--- src/common/interlock_pkg.sv ---
package interlock_pkg;

  // ----------------------------------------
  // Register map
  // ----------------------------------------
  localparam logic [7:0] ADDR_CONFIG = 8'h00;
  localparam logic [7:0] ADDR_STATUS = 8'h04;
  localparam logic [7:0] ADDR_COMMAND = 8'h08;
  localparam logic [7:0] ADDR_MODE = 8'h0c;
  localparam logic [7:0] ADDR_BOUND_BASE = 8'h10;
  localparam logic [7:0] ADDR_POS_BASE = 8'h40;
  localparam logic [31:0] CONFIG_RESET = 32'h00000000;

  // ----------------------------------------
  // Config bit positions
  // ----------------------------------------
  localparam int CFG_LIMIT_POL = 0;
  localparam int CFG_MECH_EN = 1;
  localparam int CFG_TOOL_EN = 2;
  localparam int CFG_HALT_DIS = 3;
  localparam int CFG_OUT_SHUT = 4;
  localparam int CFG_RST_KEEP = 5;
  localparam int CFG_CUSTOM = 6;
  localparam int CFG_DRV_CHECK = 7;
  localparam int CFG_Z_LVL = 8;
  localparam int CFG_X_LVL = 9;
  localparam int CFG_Y_LVL = 10;
  localparam int CFG_M74_PRESENT = 11;

  // ----------------------------------------
  // Command bits (write one to act)
  // ----------------------------------------
  localparam int CMD_RESET = 0;
  localparam int CMD_FOOT = 1;
  localparam int CMD_REDO = 2;

  // ----------------------------------------
  // Timing
  // ----------------------------------------
  localparam int CLK_MHZ = 250;
  localparam int DEBOUNCE_US = 4;
  localparam int DEBOUNCE_CYCLES = DEBOUNCE_US * CLK_MHZ;

  typedef enum logic [2:0] {
    MODE_EDIT, MODE_PARAM, MODE_OFFSET, MODE_MANUAL, MODE_AUTO, MODE_DIAG
  } op_mode_e;

  typedef struct packed {
    logic positive_limit;
    logic negative_limit;
    logic halt;
    logic [2:0] drive;
  } pins_s;

  typedef struct packed {
    logic spindle;
    logic coolant;
    logic lube;
    logic chuck;
    logic tailstock;
    logic other_aux;
  } aux_s;

endpackage

--- src/hdl/machine_safety_interlock.sv ---
// Implementation choices: the placing of the registers and the APB interface to the registers.
`timescale 1ns/100ps
module machine_safety_interlock
  import interlock_pkg::*;
#(
  parameter int POS_W = 24,
  parameter int DEB_CYCLES = interlock_pkg::DEBOUNCE_CYCLES
) (
  // Clock and reset
  input wire logic pclk,
  input wire logic presetn,
  input wire logic clk_en,
  // APB slave
  input wire logic psel,
  input wire logic penable,
  input wire logic pwrite,
  input wire logic [7:0] paddr,
  input wire logic [31:0] pwdata,
  output logic [31:0] prdata,
  output logic pready,
  output logic pslverr,
  // Machine pins
  input wire interlock_pkg::pins_s pins,
  // Motion status from the controller
  input wire logic [2:0] moving_pos,
  input wire logic [2:0] moving_neg,
  input wire logic [2:0] jog_pos_req,
  input wire logic [2:0] jog_neg_req,
  input wire logic auto_start_req,
  input wire logic action_busy,
  input wire logic tool_change_busy,
  input wire logic pressure_low_in,
  input wire logic delay_interface_in,
  input wire interlock_pkg::aux_s aux_req,
  // Motion control outputs
  output logic [2:0] allow_pos,
  output logic [2:0] allow_neg,
  output logic [2:0] decel_axis,
  output logic feed_stop,
  output logic program_abort,
  output logic auto_start_grant,
  output logic action_abort,
  output logic custom_run,
  output logic red_flash,
  output logic dry_run_exit,
  output logic rapid_to_feed,
  output logic interval_restart,
  output logic delay_interface_out,
  output interlock_pkg::aux_s aux_out,
  output logic [2:0] drive_alarm
);

  // ----------------------------------------
  // Registers
  // ----------------------------------------
  localparam int NB = 12;
  localparam int DW = $clog2(DEB_CYCLES + 1);

  if (POS_W < 2 || POS_W > 32 || DEB_CYCLES < 1) begin
    $error("machine_safety_interlock: unsupported parameters");
  end

  logic [31:0] config_reg;
  logic [POS_W-1:0] bound [NB];
  logic [POS_W-1:0] pos [6];
  op_mode_e mode, saved_mode;
  logic [5:0] sync1, sync2, stable;
  logic [DW-1:0] deb_cnt [6];
  logic halt_alarm, halt_prev, chuck_closed, tail_advanced, foot_armed, press_alarm;
  logic reset_cmd, foot_cmd, redo_cmd, mech_alarm, tool_alarm;
  logic [2:0] over_pos, over_neg, drv_active;
  logic limit_pos_alarm, limit_neg_alarm, halt_active, any_drive, apb_wr, apb_rd;

  function automatic logic beyond_hi(input logic [POS_W-1:0] p, input logic [POS_W-1:0] b);
    beyond_hi = $signed(p) > $signed(b);
  endfunction

  function automatic logic beyond_lo(input logic [POS_W-1:0] p, input logic [POS_W-1:0] b);
    beyond_lo = $signed(p) < $signed(b);
  endfunction

  assign apb_wr = psel && penable && pwrite && clk_en;
  assign apb_rd = psel && !penable && !pwrite && clk_en;

  // ----------------------------------------
  // Input synchronisation and debounce
  // ----------------------------------------
  always_ff @(posedge pclk or negedge presetn) begin
    if (!presetn) begin
      sync1 <= 6'h00;
      sync2 <= 6'h00;
    end else if (clk_en) begin
      sync1 <= {pins.positive_limit, pins.negative_limit, pins.halt, pins.drive};
      sync2 <= sync1;
    end
  end

  // A change is accepted only after it holds for the whole debounce span.
  always_ff @(posedge pclk or negedge presetn) begin
    if (!presetn) begin
      stable <= 6'h00;
      deb_cnt <= '{default: '0};
    end else if (clk_en) begin
      for (int i = 0; i < 6; i++) begin
        if (sync2[i] == stable[i]) begin
          deb_cnt[i] <= '0;
        end else if (deb_cnt[i] == DW'(DEB_CYCLES - 1)) begin
          stable[i] <= sync2[i];
          deb_cnt[i] <= '0;
        end else begin
          deb_cnt[i] <= deb_cnt[i] + 1'b1;
        end
      end
    end
  end

  // ----------------------------------------
  // Alarm decoding
  // ----------------------------------------
  always_comb begin
    // Normally closed chain alarms high when opened; open chain alarms low when closed.
    limit_pos_alarm = config_reg[CFG_LIMIT_POL] ? stable[5] : !stable[5];
    limit_neg_alarm = config_reg[CFG_LIMIT_POL] ? stable[4] : !stable[4];
    // The halt button is normally closed, so a low level means pressed.
    halt_active = !stable[3] && !config_reg[CFG_HALT_DIS];
    drv_active[2] = (stable[2] == config_reg[CFG_Z_LVL]);
    drv_active[1] = (stable[1] == config_reg[CFG_X_LVL]);
    drv_active[0] = (stable[0] == config_reg[CFG_Y_LVL]);
    if (config_reg[CFG_DRV_CHECK]) begin
      drv_active = 3'b000;
    end
    any_drive = |drv_active;
    for (int a = 0; a < 3; a++) begin
      over_pos[a] = (config_reg[CFG_MECH_EN] && beyond_hi(pos[a], bound[2*a])) ||
                    (config_reg[CFG_TOOL_EN] && beyond_hi(pos[a+3], bound[2*a+6]));
      over_neg[a] = (config_reg[CFG_MECH_EN] && beyond_lo(pos[a], bound[2*a+1])) ||
                    (config_reg[CFG_TOOL_EN] && beyond_lo(pos[a+3], bound[2*a+7]));
    end
    mech_alarm = 1'b0;
    tool_alarm = 1'b0;
    for (int a = 0; a < 3; a++) begin
      mech_alarm = mech_alarm || (config_reg[CFG_MECH_EN] &&
                   (beyond_hi(pos[a], bound[2*a]) || beyond_lo(pos[a], bound[2*a+1])));
      tool_alarm = tool_alarm || (config_reg[CFG_TOOL_EN] &&
                   (beyond_hi(pos[a+3], bound[2*a+6]) ||
                    beyond_lo(pos[a+3], bound[2*a+7])));
    end
  end

  // ----------------------------------------
  // APB register file
  // ----------------------------------------
  always_ff @(posedge pclk or negedge presetn) begin
    if (!presetn) begin
      config_reg <= CONFIG_RESET;
      bound <= '{default: '0};
      pos <= '{default: '0};
    end else if (apb_wr) begin
      if (paddr == ADDR_CONFIG) begin
        config_reg <= {20'h00000, pwdata[11:0]};
      end
      for (int i = 0; i < NB; i++) begin
        if (paddr == ADDR_BOUND_BASE + 8'(4 * i)) begin
          bound[i] <= pwdata[POS_W-1:0];
        end
      end
      for (int i = 0; i < 6; i++) begin
        if (paddr == ADDR_POS_BASE + 8'(4 * i)) begin
          pos[i] <= pwdata[POS_W-1:0];
        end
      end
    end
  end

  // Command pulses last one cycle after the write completes.
  always_ff @(posedge pclk or negedge presetn) begin
    if (!presetn) begin
      reset_cmd <= 1'b0;
      foot_cmd <= 1'b0;
      redo_cmd <= 1'b0;
    end else if (clk_en) begin
      reset_cmd <= apb_wr && paddr == ADDR_COMMAND && pwdata[CMD_RESET];
      foot_cmd <= apb_wr && paddr == ADDR_COMMAND && pwdata[CMD_FOOT];
      redo_cmd <= apb_wr && paddr == ADDR_COMMAND && pwdata[CMD_REDO];
    end
  end

  // Reads are captured in setup so the access phase answers with zero wait states.
  always_ff @(posedge pclk or negedge presetn) begin
    if (!presetn) begin
      prdata <= 32'h00000000;
      pready <= 1'b0;
      pslverr <= 1'b0;
    end else if (clk_en) begin
      pready <= psel && !penable;
      pslverr <= 1'b0;
      if (apb_rd) begin
        prdata <= 32'h00000000;
        if (paddr == ADDR_CONFIG) begin
          prdata <= config_reg;
        end else if (paddr == ADDR_STATUS) begin
          prdata <= {20'h00000, press_alarm, red_flash, tail_advanced, chuck_closed,
                     drv_active, tool_alarm, mech_alarm, limit_neg_alarm,
                     limit_pos_alarm, halt_alarm};
        end else if (paddr == ADDR_MODE) begin
          prdata <= {29'h0, mode};
        end else if (paddr >= ADDR_BOUND_BASE && paddr < ADDR_POS_BASE + 8'h18) begin
          for (int i = 0; i < NB; i++) begin
            if (paddr == ADDR_BOUND_BASE + 8'(4 * i)) begin
              prdata <= 32'(bound[i]);
            end
          end
          for (int i = 0; i < 6; i++) begin
            if (paddr == ADDR_POS_BASE + 8'(4 * i)) begin
              prdata <= 32'(pos[i]);
            end
          end
        end else if (paddr != ADDR_COMMAND) begin
          pslverr <= 1'b1;
        end
      end
    end
  end

  // ----------------------------------------
  // Halt alarm and operating mode
  // ----------------------------------------
  always_ff @(posedge pclk or negedge presetn) begin
    if (!presetn) begin
      halt_alarm <= 1'b0;
      halt_prev <= 1'b0;
      mode <= MODE_EDIT;
      saved_mode <= MODE_EDIT;
    end else if (clk_en) begin
      halt_prev <= halt_active;
      if (halt_active && !halt_alarm) begin
        halt_alarm <= 1'b1;
        saved_mode <= mode;
      end else if (reset_cmd && halt_alarm && !halt_active) begin
        halt_alarm <= 1'b0;
        mode <= saved_mode;
      end
      if (apb_wr && paddr == ADDR_MODE) begin
        // Mode requests that the active halt forbids are simply not taken.
        if (!(halt_active && (op_mode_e'(pwdata[2:0]) == MODE_MANUAL ||
            op_mode_e'(pwdata[2:0]) == MODE_AUTO ||
            op_mode_e'(pwdata[2:0]) == MODE_DIAG)) && pwdata[2:0] <= 3'h5) begin
          mode <= op_mode_e'(pwdata[2:0]);
        end
      end
    end
  end

  // ----------------------------------------
  // Chuck, tailstock and action recovery
  // ----------------------------------------
  always_ff @(posedge pclk or negedge presetn) begin
    if (!presetn) begin
      chuck_closed <= 1'b0;
      tail_advanced <= 1'b0;
      foot_armed <= 1'b0;
      red_flash <= 1'b0;
    end else if (clk_en) begin
      if (halt_alarm) begin
        chuck_closed <= 1'b0;
        tail_advanced <= 1'b0;
        foot_armed <= 1'b1;
      end else if (foot_cmd && foot_armed) begin
        chuck_closed <= 1'b1;
        tail_advanced <= 1'b1;
        foot_armed <= 1'b0;
      end
      if (halt_active && action_busy) begin
        red_flash <= 1'b1;
      end else if (redo_cmd && !halt_alarm) begin
        red_flash <= 1'b0;
      end
    end
  end

  // ----------------------------------------
  // Pressure alarm
  // ----------------------------------------
  always_ff @(posedge pclk or negedge presetn) begin
    if (!presetn) begin
      press_alarm <= 1'b0;
    end else if (clk_en) begin
      if (pressure_low_in) begin
        press_alarm <= 1'b1;
      end else if (reset_cmd) begin
        press_alarm <= 1'b0;
      end
    end
  end

  // ----------------------------------------
  // Motion gating
  // ----------------------------------------
  always_ff @(posedge pclk or negedge presetn) begin
    if (!presetn) begin
      allow_pos <= 3'b000;
      allow_neg <= 3'b000;
      decel_axis <= 3'b000;
      feed_stop <= 1'b1;
      program_abort <= 1'b0;
      auto_start_grant <= 1'b0;
      drive_alarm <= 3'b000;
    end else if (clk_en) begin
      for (int a = 0; a < 3; a++) begin
        // Leaving the limit stays allowed so the operator can jog back.
        allow_pos[a] <= jog_pos_req[a] && !limit_pos_alarm && !over_pos[a] &&
                        !any_drive && !halt_active;
        allow_neg[a] <= jog_neg_req[a] && !limit_neg_alarm && !over_neg[a] &&
                        !any_drive && !halt_active;
        decel_axis[a] <= (over_pos[a] && moving_pos[a]) || (over_neg[a] && moving_neg[a]) ||
                         (reset_cmd && (moving_pos[a] || moving_neg[a]));
      end
      feed_stop <= halt_active || any_drive || limit_pos_alarm || limit_neg_alarm;
      program_abort <= halt_active || any_drive || reset_cmd;
      auto_start_grant <= auto_start_req && mode == MODE_AUTO && !any_drive &&
                          !halt_alarm;
      drive_alarm <= drv_active;
    end
  end

  // ----------------------------------------
  // Auxiliary outputs
  // ----------------------------------------
  always_ff @(posedge pclk or negedge presetn) begin
    if (!presetn) begin
      aux_out <= '0;
      delay_interface_out <= 1'b0;
      action_abort <= 1'b0;
      custom_run <= 1'b0;
      dry_run_exit <= 1'b0;
      rapid_to_feed <= 1'b0;
      interval_restart <= 1'b0;
    end else if (clk_en) begin
      delay_interface_out <= delay_interface_in;
      aux_out <= aux_req;
      if (halt_alarm) begin
        aux_out.spindle <= 1'b0;
        aux_out.coolant <= 1'b0;
        aux_out.lube <= 1'b0;
        if (config_reg[CFG_OUT_SHUT]) begin
          aux_out.chuck <= 1'b0;
          aux_out.tailstock <= 1'b0;
          aux_out.other_aux <= 1'b0;
        end
      end else if (reset_cmd && !config_reg[CFG_RST_KEEP]) begin
        aux_out.spindle <= 1'b0;
        aux_out.coolant <= 1'b0;
        aux_out.lube <= 1'b0;
      end
      action_abort <= halt_active && action_busy;
      // The routine starts only while the halt alarm is latched and nothing moves.
      custom_run <= halt_alarm && config_reg[CFG_CUSTOM] && config_reg[CFG_M74_PRESENT] &&
                    (saved_mode == MODE_MANUAL || saved_mode == MODE_AUTO) &&
                    !any_drive && !limit_pos_alarm && !limit_neg_alarm &&
                    !(|moving_pos) && !(|moving_neg) && !tool_change_busy;
      dry_run_exit <= !halt_active && halt_prev && saved_mode == MODE_AUTO;
      rapid_to_feed <= !halt_active && halt_prev && saved_mode == MODE_MANUAL;
      interval_restart <= (!halt_active && halt_prev) || (reset_cmd && press_alarm);
    end
  end

endmodule

--- config.mk ---
export PLATFORM = sky130hd
export DESIGN_NAME = machine_safety_interlock
export DESIGN_NICKNAME = d
export VERILOG_FILES = /design/src/common/interlock_pkg.sv /design/src/hdl/machine_safety_interlock.sv
export SDC_FILE = /design/constraint.sdc
export NUM_CORES = 2
export LEC_CHECK = 0
export BUFFER_PORTS_ARGS = -buffer_cell sky130_fd_sc_hd__buf_2
export CORE_ASPECT_RATIO = 0.7
export CORE_UTILIZATION = 65
export DETAILED_ROUTE_END_ITERATION = 8
export PLACE_DENSITY = 0.84
export SLEW_MARGIN = 40
export SYNTH_ARGS = -nofsm -noshare
export SYNTH_HDL_FRONTEND = slang
export SYNTH_SLANG_ARGS = --single-unit
--- constraint.sdc ---
create_clock -name pclk -period 8.4 [get_ports pclk]
set_input_delay 0 -clock pclk [delete_from_list [all_inputs] [get_ports pclk]]
set_output_delay 0 -clock pclk [all_outputs]
set_load 0.01 [all_outputs]
== Word level (Yosys, flattened, before mapping) ==
Index checks and enable logic that the tools add are counted.

* Register bits after elaboration: 598
* Bits of input ports: 75
* Output and inout port bits: 62
* Word-level logic and storage cells: 380

* Add/sub/neg operators: 6
* $lt $le $gt $ge: 15
* Eq/ne operators: 43
* Muxes and demuxes: 61
* Bitwise operators: 6
* Reductions and logical operators: 183

{| class="wikitable"
|+ Operator list
! operator !! number
|-
| $mux W32 || 21
|-
| $gt A24 B24 Y1 || 6
|-
| $lt A24 B24 Y1 || 6
|-
| $mux W10 || 12
|-
| $logic_and A1 B1 Y1 || 89
|-
| $eq A8 B6 Y1 const B || 8
|-
| $add A10 B1 Y10 const B || 6
|-
| $eq A10 B10 Y1 const B || 6
|-
| $reduce_and A2 Y1 || 25
|-
| $eq A8 B7 Y1 const B || 6
|-
| $logic_or A1 B1 Y1 || 33
|-
| $eq A8 B5 Y1 const B || 4
|-
| $mux W3 || 9
|-
| $mux W24 || 1
|-
| $logic_not A1 Y1 || 22
|-
| $mux W1 || 18
|-
| $reduce_and A3 Y1 || 6
|-
| $eq A8 B4 Y1 const B || 2
|-
| $eq A3 B3 Y1 const B || 4
|-
| $eq A1 B1 Y1 || 9
|-
| $reduce_or A3 Y1 || 3
|-
| $eq A8 B3 Y1 const B || 1
|-
| $ge A8 B5 Y1 const B || 1
|-
| $logic_not A8 Y1 || 1
|-
| other kinds (6) || 15
|}

== Longest topological paths before layout ==
* Depth in word-level cells: 23
* Depth in mapped cells: 11
* Mapped depth without buffers: 10

== Least setup slack after synthesis ==
OpenSTA, ideal clock, no wires.

* Path type: register -> register
* Start: reg pos[57] in the netlist's numbering
* End: reg allow_neg[0]
* Setup time: 0.122 ns
* Arrival time: 2.531 ns
* Data required time: 8.278 ns
* Slack: 5.748 ns
* Cell stages (with the launch flop): 10
* Path buffers: 0
* Period minus slack after synthesis: 2.652 ns
* Path through: dfrtp_1 > ha_1 > a211oi_1 > o21bai_1 > a2111o_1 > a221o_1 > a211oi_1 > mux2i_1 > nor2_1 > a32o_1

* Word-level cells in the longest chain between the ends: 7

{| class="wikitable"
|+ Ends and longest elaborated chain
! item !! RTL line !! RTL
|-
| from (decl) || machine_safety_interlock.sv:65 || <nowiki>logic [POS_W-1:0] pos [6];</nowiki>
|-
| from (signal, indexed assignment) || machine_safety_interlock.sv:169 || <nowiki>pos[i] <= pwdata[POS_W-1:0];</nowiki>
|-
| $lt A24 B24 Y1 || machine_safety_interlock.sv:79 || <nowiki>beyond_lo = $signed(p) < $signed(b);</nowiki>
|-
| $logic_and A1 B1 Y1 || machine_safety_interlock.sv:137 || <nowiki>(config_reg[CFG_TOOL_EN] && beyond_lo(pos[a+3], bound[2*a+7]));</nowiki>
|-
| $logic_or A1 B1 Y1 || machine_safety_interlock.sv:136 || <nowiki>over_neg[a] = (config_reg[CFG_MECH_EN] && beyond_lo(pos[a], bound[2*a+1])) ||</nowiki>
|-
| $logic_not A1 Y1 || machine_safety_interlock.sv:313 || <nowiki>allow_neg[a] <= jog_neg_req[a] && !limit_neg_alarm && !over_neg[a] &&</nowiki>
|-
| $logic_and A1 B1 Y1 (2 in a row) || machine_safety_interlock.sv:313 ||
|-
| $logic_and A1 B1 Y1 || machine_safety_interlock.sv:314 || <nowiki>!any_drive && !halt_active;</nowiki>
|-
| to (signal, indexed assignment) || machine_safety_interlock.sv:313 ||
|-
| to (decl) || machine_safety_interlock.sv:37 || <nowiki>output logic [2:0] allow_neg,</nowiki>
|}

Every way passes these cells.
A chain may end at the register's enable or synchronous reset.

== Final worst setup path ==
* Start: reg pos[83] in the netlist's numbering
* End: reg decel_axis[2]

* Word-level cells in the longest chain between the ends: 6
* Elaborated cells on any way between the ends: 10
* Those cells by class: 2 x order compare; 8 x reduce/logical

{| class="wikitable"
|+ Ends and longest elaborated chain
! item !! RTL line !! RTL
|-
| $gt A24 B24 Y1 / $lt A24 B24 Y1 (equally long branches) || machine_safety_interlock.sv:75, machine_safety_interlock.sv:79 ||
|-
| $logic_and A1 B1 Y1 (on tied branches) || machine_safety_interlock.sv:134, machine_safety_interlock.sv:136 ||
|-
| $logic_or A1 B1 Y1 (on tied branches) || machine_safety_interlock.sv:134, machine_safety_interlock.sv:136 ||
|-
| $logic_and A1 B1 Y1 || machine_safety_interlock.sv:315 || <nowiki>decel_axis[a] <= (over_pos[a] && moving_pos[a]) || (over_neg[a] && moving_neg[a]) ||</nowiki>
|-
| $logic_or A1 B1 Y1 * (2 in a row) || machine_safety_interlock.sv:315 ||
|-
| to (signal, indexed assignment) || machine_safety_interlock.sv:315 ||
|-
| to (decl) || machine_safety_interlock.sv:38 || <nowiki>output logic [2:0] decel_axis,</nowiki>
|}

Mark *: on every way between the ends. The rest lies on a longest branch, timed or not.

==> impl_metrics.ini <==
[synth]
avgSynthCellArea_um2 = 10.6
yosys_warnings = 0
mappedNetlistArea_mm2 = 0.0340
netlist_instances = 3221
yosys.cell_types.count = 86
synthFlopType = dfrtp_1
ys_ff_latch = 590
ys_seq_area_frac = 0.434
synth_edf_count = 0
async_flop_share = 1.00

[status]
violations = hold timing
status = complete, but fails checks

[critical_path]
reg2reg_depth = 10
critPathMaxFanout = 4
rr_endpoint = decel_axis[2]
path_class = reg2reg
cpMostUsedCell = o21ai_0
startpoint_type = flip-flop
crit_family = compound AO/OA/AOI/OAI gates
crit_chain = ha_1 > and3_1 > a221oi_1 > o21a_1 > o21ai_0 > or3_1 > a21oi_1 > o21ai_0 > a41oi_1 > dlygate4sd3_1
cp_slowest_stage_delay_ps = 840
critical_path_arrival_ps = 4630
endpoint_kind = flip-flop
rrSetupSlack_ps = 4330
slowest_stage = a221oi_1
cp.required_ps = 8960
path_buf_inv = 1
reg2reg_from = pos[83]

[final_layout]
final_cell_mix = dfrtp_1, mux2_2, inv_1
largest_register_ff_count = 288
biggestRegsByFlops = bound: 288 flops, pos: 144 flops, deb_cnt: 60 flops
nNetsFinal = 3717
mostFrequentLayoutCell = dfrtp_1
synthToLayoutAreaGrowth_pct = 11.6
fill_cells = 3475
drive_gt1_frac = 0.226
regMostFlops = bound

[global_routing]
grt_max_degree = 144
gr-total-overflow = 0
grt_pass1_wl_um = 174000
grt_usage = 0.440
grt_pass1_vias = 27700
antenna_found_initial = 3

[timing]
rsz0062_at_grt = no
min_period_ps = 4070
timing.slew.headroom = 0.343
hold_viol_final = 7
period_share = 0.484
skew_ps = 19.9
final-setup-viol-count = 0
setup_slack_ps = 4330
holdWs_ps = -4.31
final_max_slew_viol_count = 0
fmax_mhz = 246
tightest_slew_ps = 983
setup_tns_ps = 0

[place]
routabilityCongestion = 1.05
post-place-ws_ps = 4730
hpwl_um = 83800
portBuffers = 120

[clocking]
post_cts_resized = 0
ctsHtreeMaxLevel = 2
cts_setup_buffers = 0
cts_root_buf = clkbuf_16
cts_made_buffers = 57
holdBufCountCts = 63
clock_latency_ps = 640
clock_sinks = 590
clockBufferDepth = 3
cts_tree = yes
clk_pin_slew_ps = 70

[die]
dieWidth_um = 275
initial_core_util = 0.664
die_h_um = 193
io_pins = 137
design.die.area_mm2 = 0.0533
row_count = 69
core_mm2 = 0.0512

[detailed_routing]
wl_per_cell_um = 28.7
ant_nets = 0
vias_per_cell = 6.89
drt-pass1-iter-count = 6
via_count = 28100
drc_errors = 0
drt_iter0_drc = 3254
wl_um = 117000

[pwr]
p_leak_nw = 18.3
power_per_cell_area_mw_per_mm2 = 167
ir_drop_mv = 0.181

[min_path]
holdCritPathClass = in2async

[flow_run]
cap_viol_max_count = 0
worst min-delay path, stage by stage:
cell and delay [ps]:
dlygate4sd3_1 570, buf_8 180, buf_12 230
where the power goes:
group | switching (mW) | leakage [nW] | internal, mW
registers | 0.0569 | 8.11 | 2.90
logic | 0.368 | 9.19 | 0.190
clock network | 1.19 | 0.985 | 1.61
total | 1.62 | 18.3 | 4.70
synth_stat cells (18+ instances only):
cell type  number  share of area
dfrtp_1       589           0.43
mux2_2        444           0.15
inv_1         313          0.035
ha_1          288           0.11
nand2_1       189          0.021
o21ai_0       164          0.024
nor2_1        145          0.016
a21oi_1       116          0.017
nand3_1        76          0.011
a22oi_1        73          0.016
clkbuf_1       72         0.0079
nand4_1        71          0.013
buf_2          55         0.0081
a221oi_1       39          0.010
nor3_1         36         0.0053
a21o_1         35         0.0077
a211oi_1       30         0.0066
o22ai_1        26         0.0048
a22o_1         25         0.0064
mux2i_1        23         0.0068
o31ai_1        23         0.0051
and3_1         21         0.0039
nand2b_1       21         0.0039
buf_1          20         0.0022
nor4_1         18         0.0033
area by class of cell:
class / instances / area [µm²] / area share
tap: 674 / 843 / 0.0222
inverter: 313 / 1170 / 0.0310
clock inverter: 26 / 359 / 0.00946
clock buffer: 77 / 1640 / 0.0432
multi-input combinational: 2159 / 17400 / 0.459
sequential: 590 / 14800 / 0.389
timing repair buffer: 233 / 1750 / 0.0461
antenna: 2 / 5.00 / 0.000132
per-stage QoR:
step,utilization,hold slack (ps),power [mW],std cells,instance area [µm²]
3_5_place_dp,0.689,-79.9,3.51,3904,35300
5_1_grt,0.741,36.5,6.47,4073,38000
3_3_place_gp,0.686,132,3.48,3899,35100
6_report,0.741,-4.31,6.32,4074,38000
2_1_floorplan,-,-296,3.26,3228,34000
4_1_cts,0.740,0.914,6.30,4070,37900
cell families after synthesis:
| kind of cell | share of synthesized area |
|---|---|
| buffers and inverters | 0.0571 |
| XOR/XNOR | 0.00747 |
| adder cells (fa/ha/maj) | 0.106 |
| AO/OA/AOI/OAI | 0.139 |
| other | 0.000110 |
| AND/OR/NAND/NOR | 0.0982 |
| flip-flops | 0.434 |
| multiplexers | 0.158 |
metal layers:
layer | up-vias | global-route usage | wire (µm) | part of all wire
met4 | 2 | 0.168 | 5080 | 0.044
met1 | 14000 | 0.624 | 47700 | 0.41
li1 | 12000 | - | - | -
met2 | 1783 | 0.617 | 48400 | 0.41
met5 | - | 0 | 9 | 0.000077
met3 | 318 | 0.153 | 15600 | 0.13
worst max path at each step:
stage                   from       endpoint  slack, ps  depth (start not counted)
global placement    paddr[2]      prdata[3]       4360                         11
global route         pos[83]  decel_axis[2]       4340                         10
floorplan            pos[57]   allow_neg[0]       5750                          9
CTS                  pos[83]  decel_axis[2]       4510                         10
detailed placement  paddr[2]      prdata[3]       4730                         11
finish               pos[83]  decel_axis[2]       4330                         10
No activity file was read; power rests on OpenSTA's default activity.
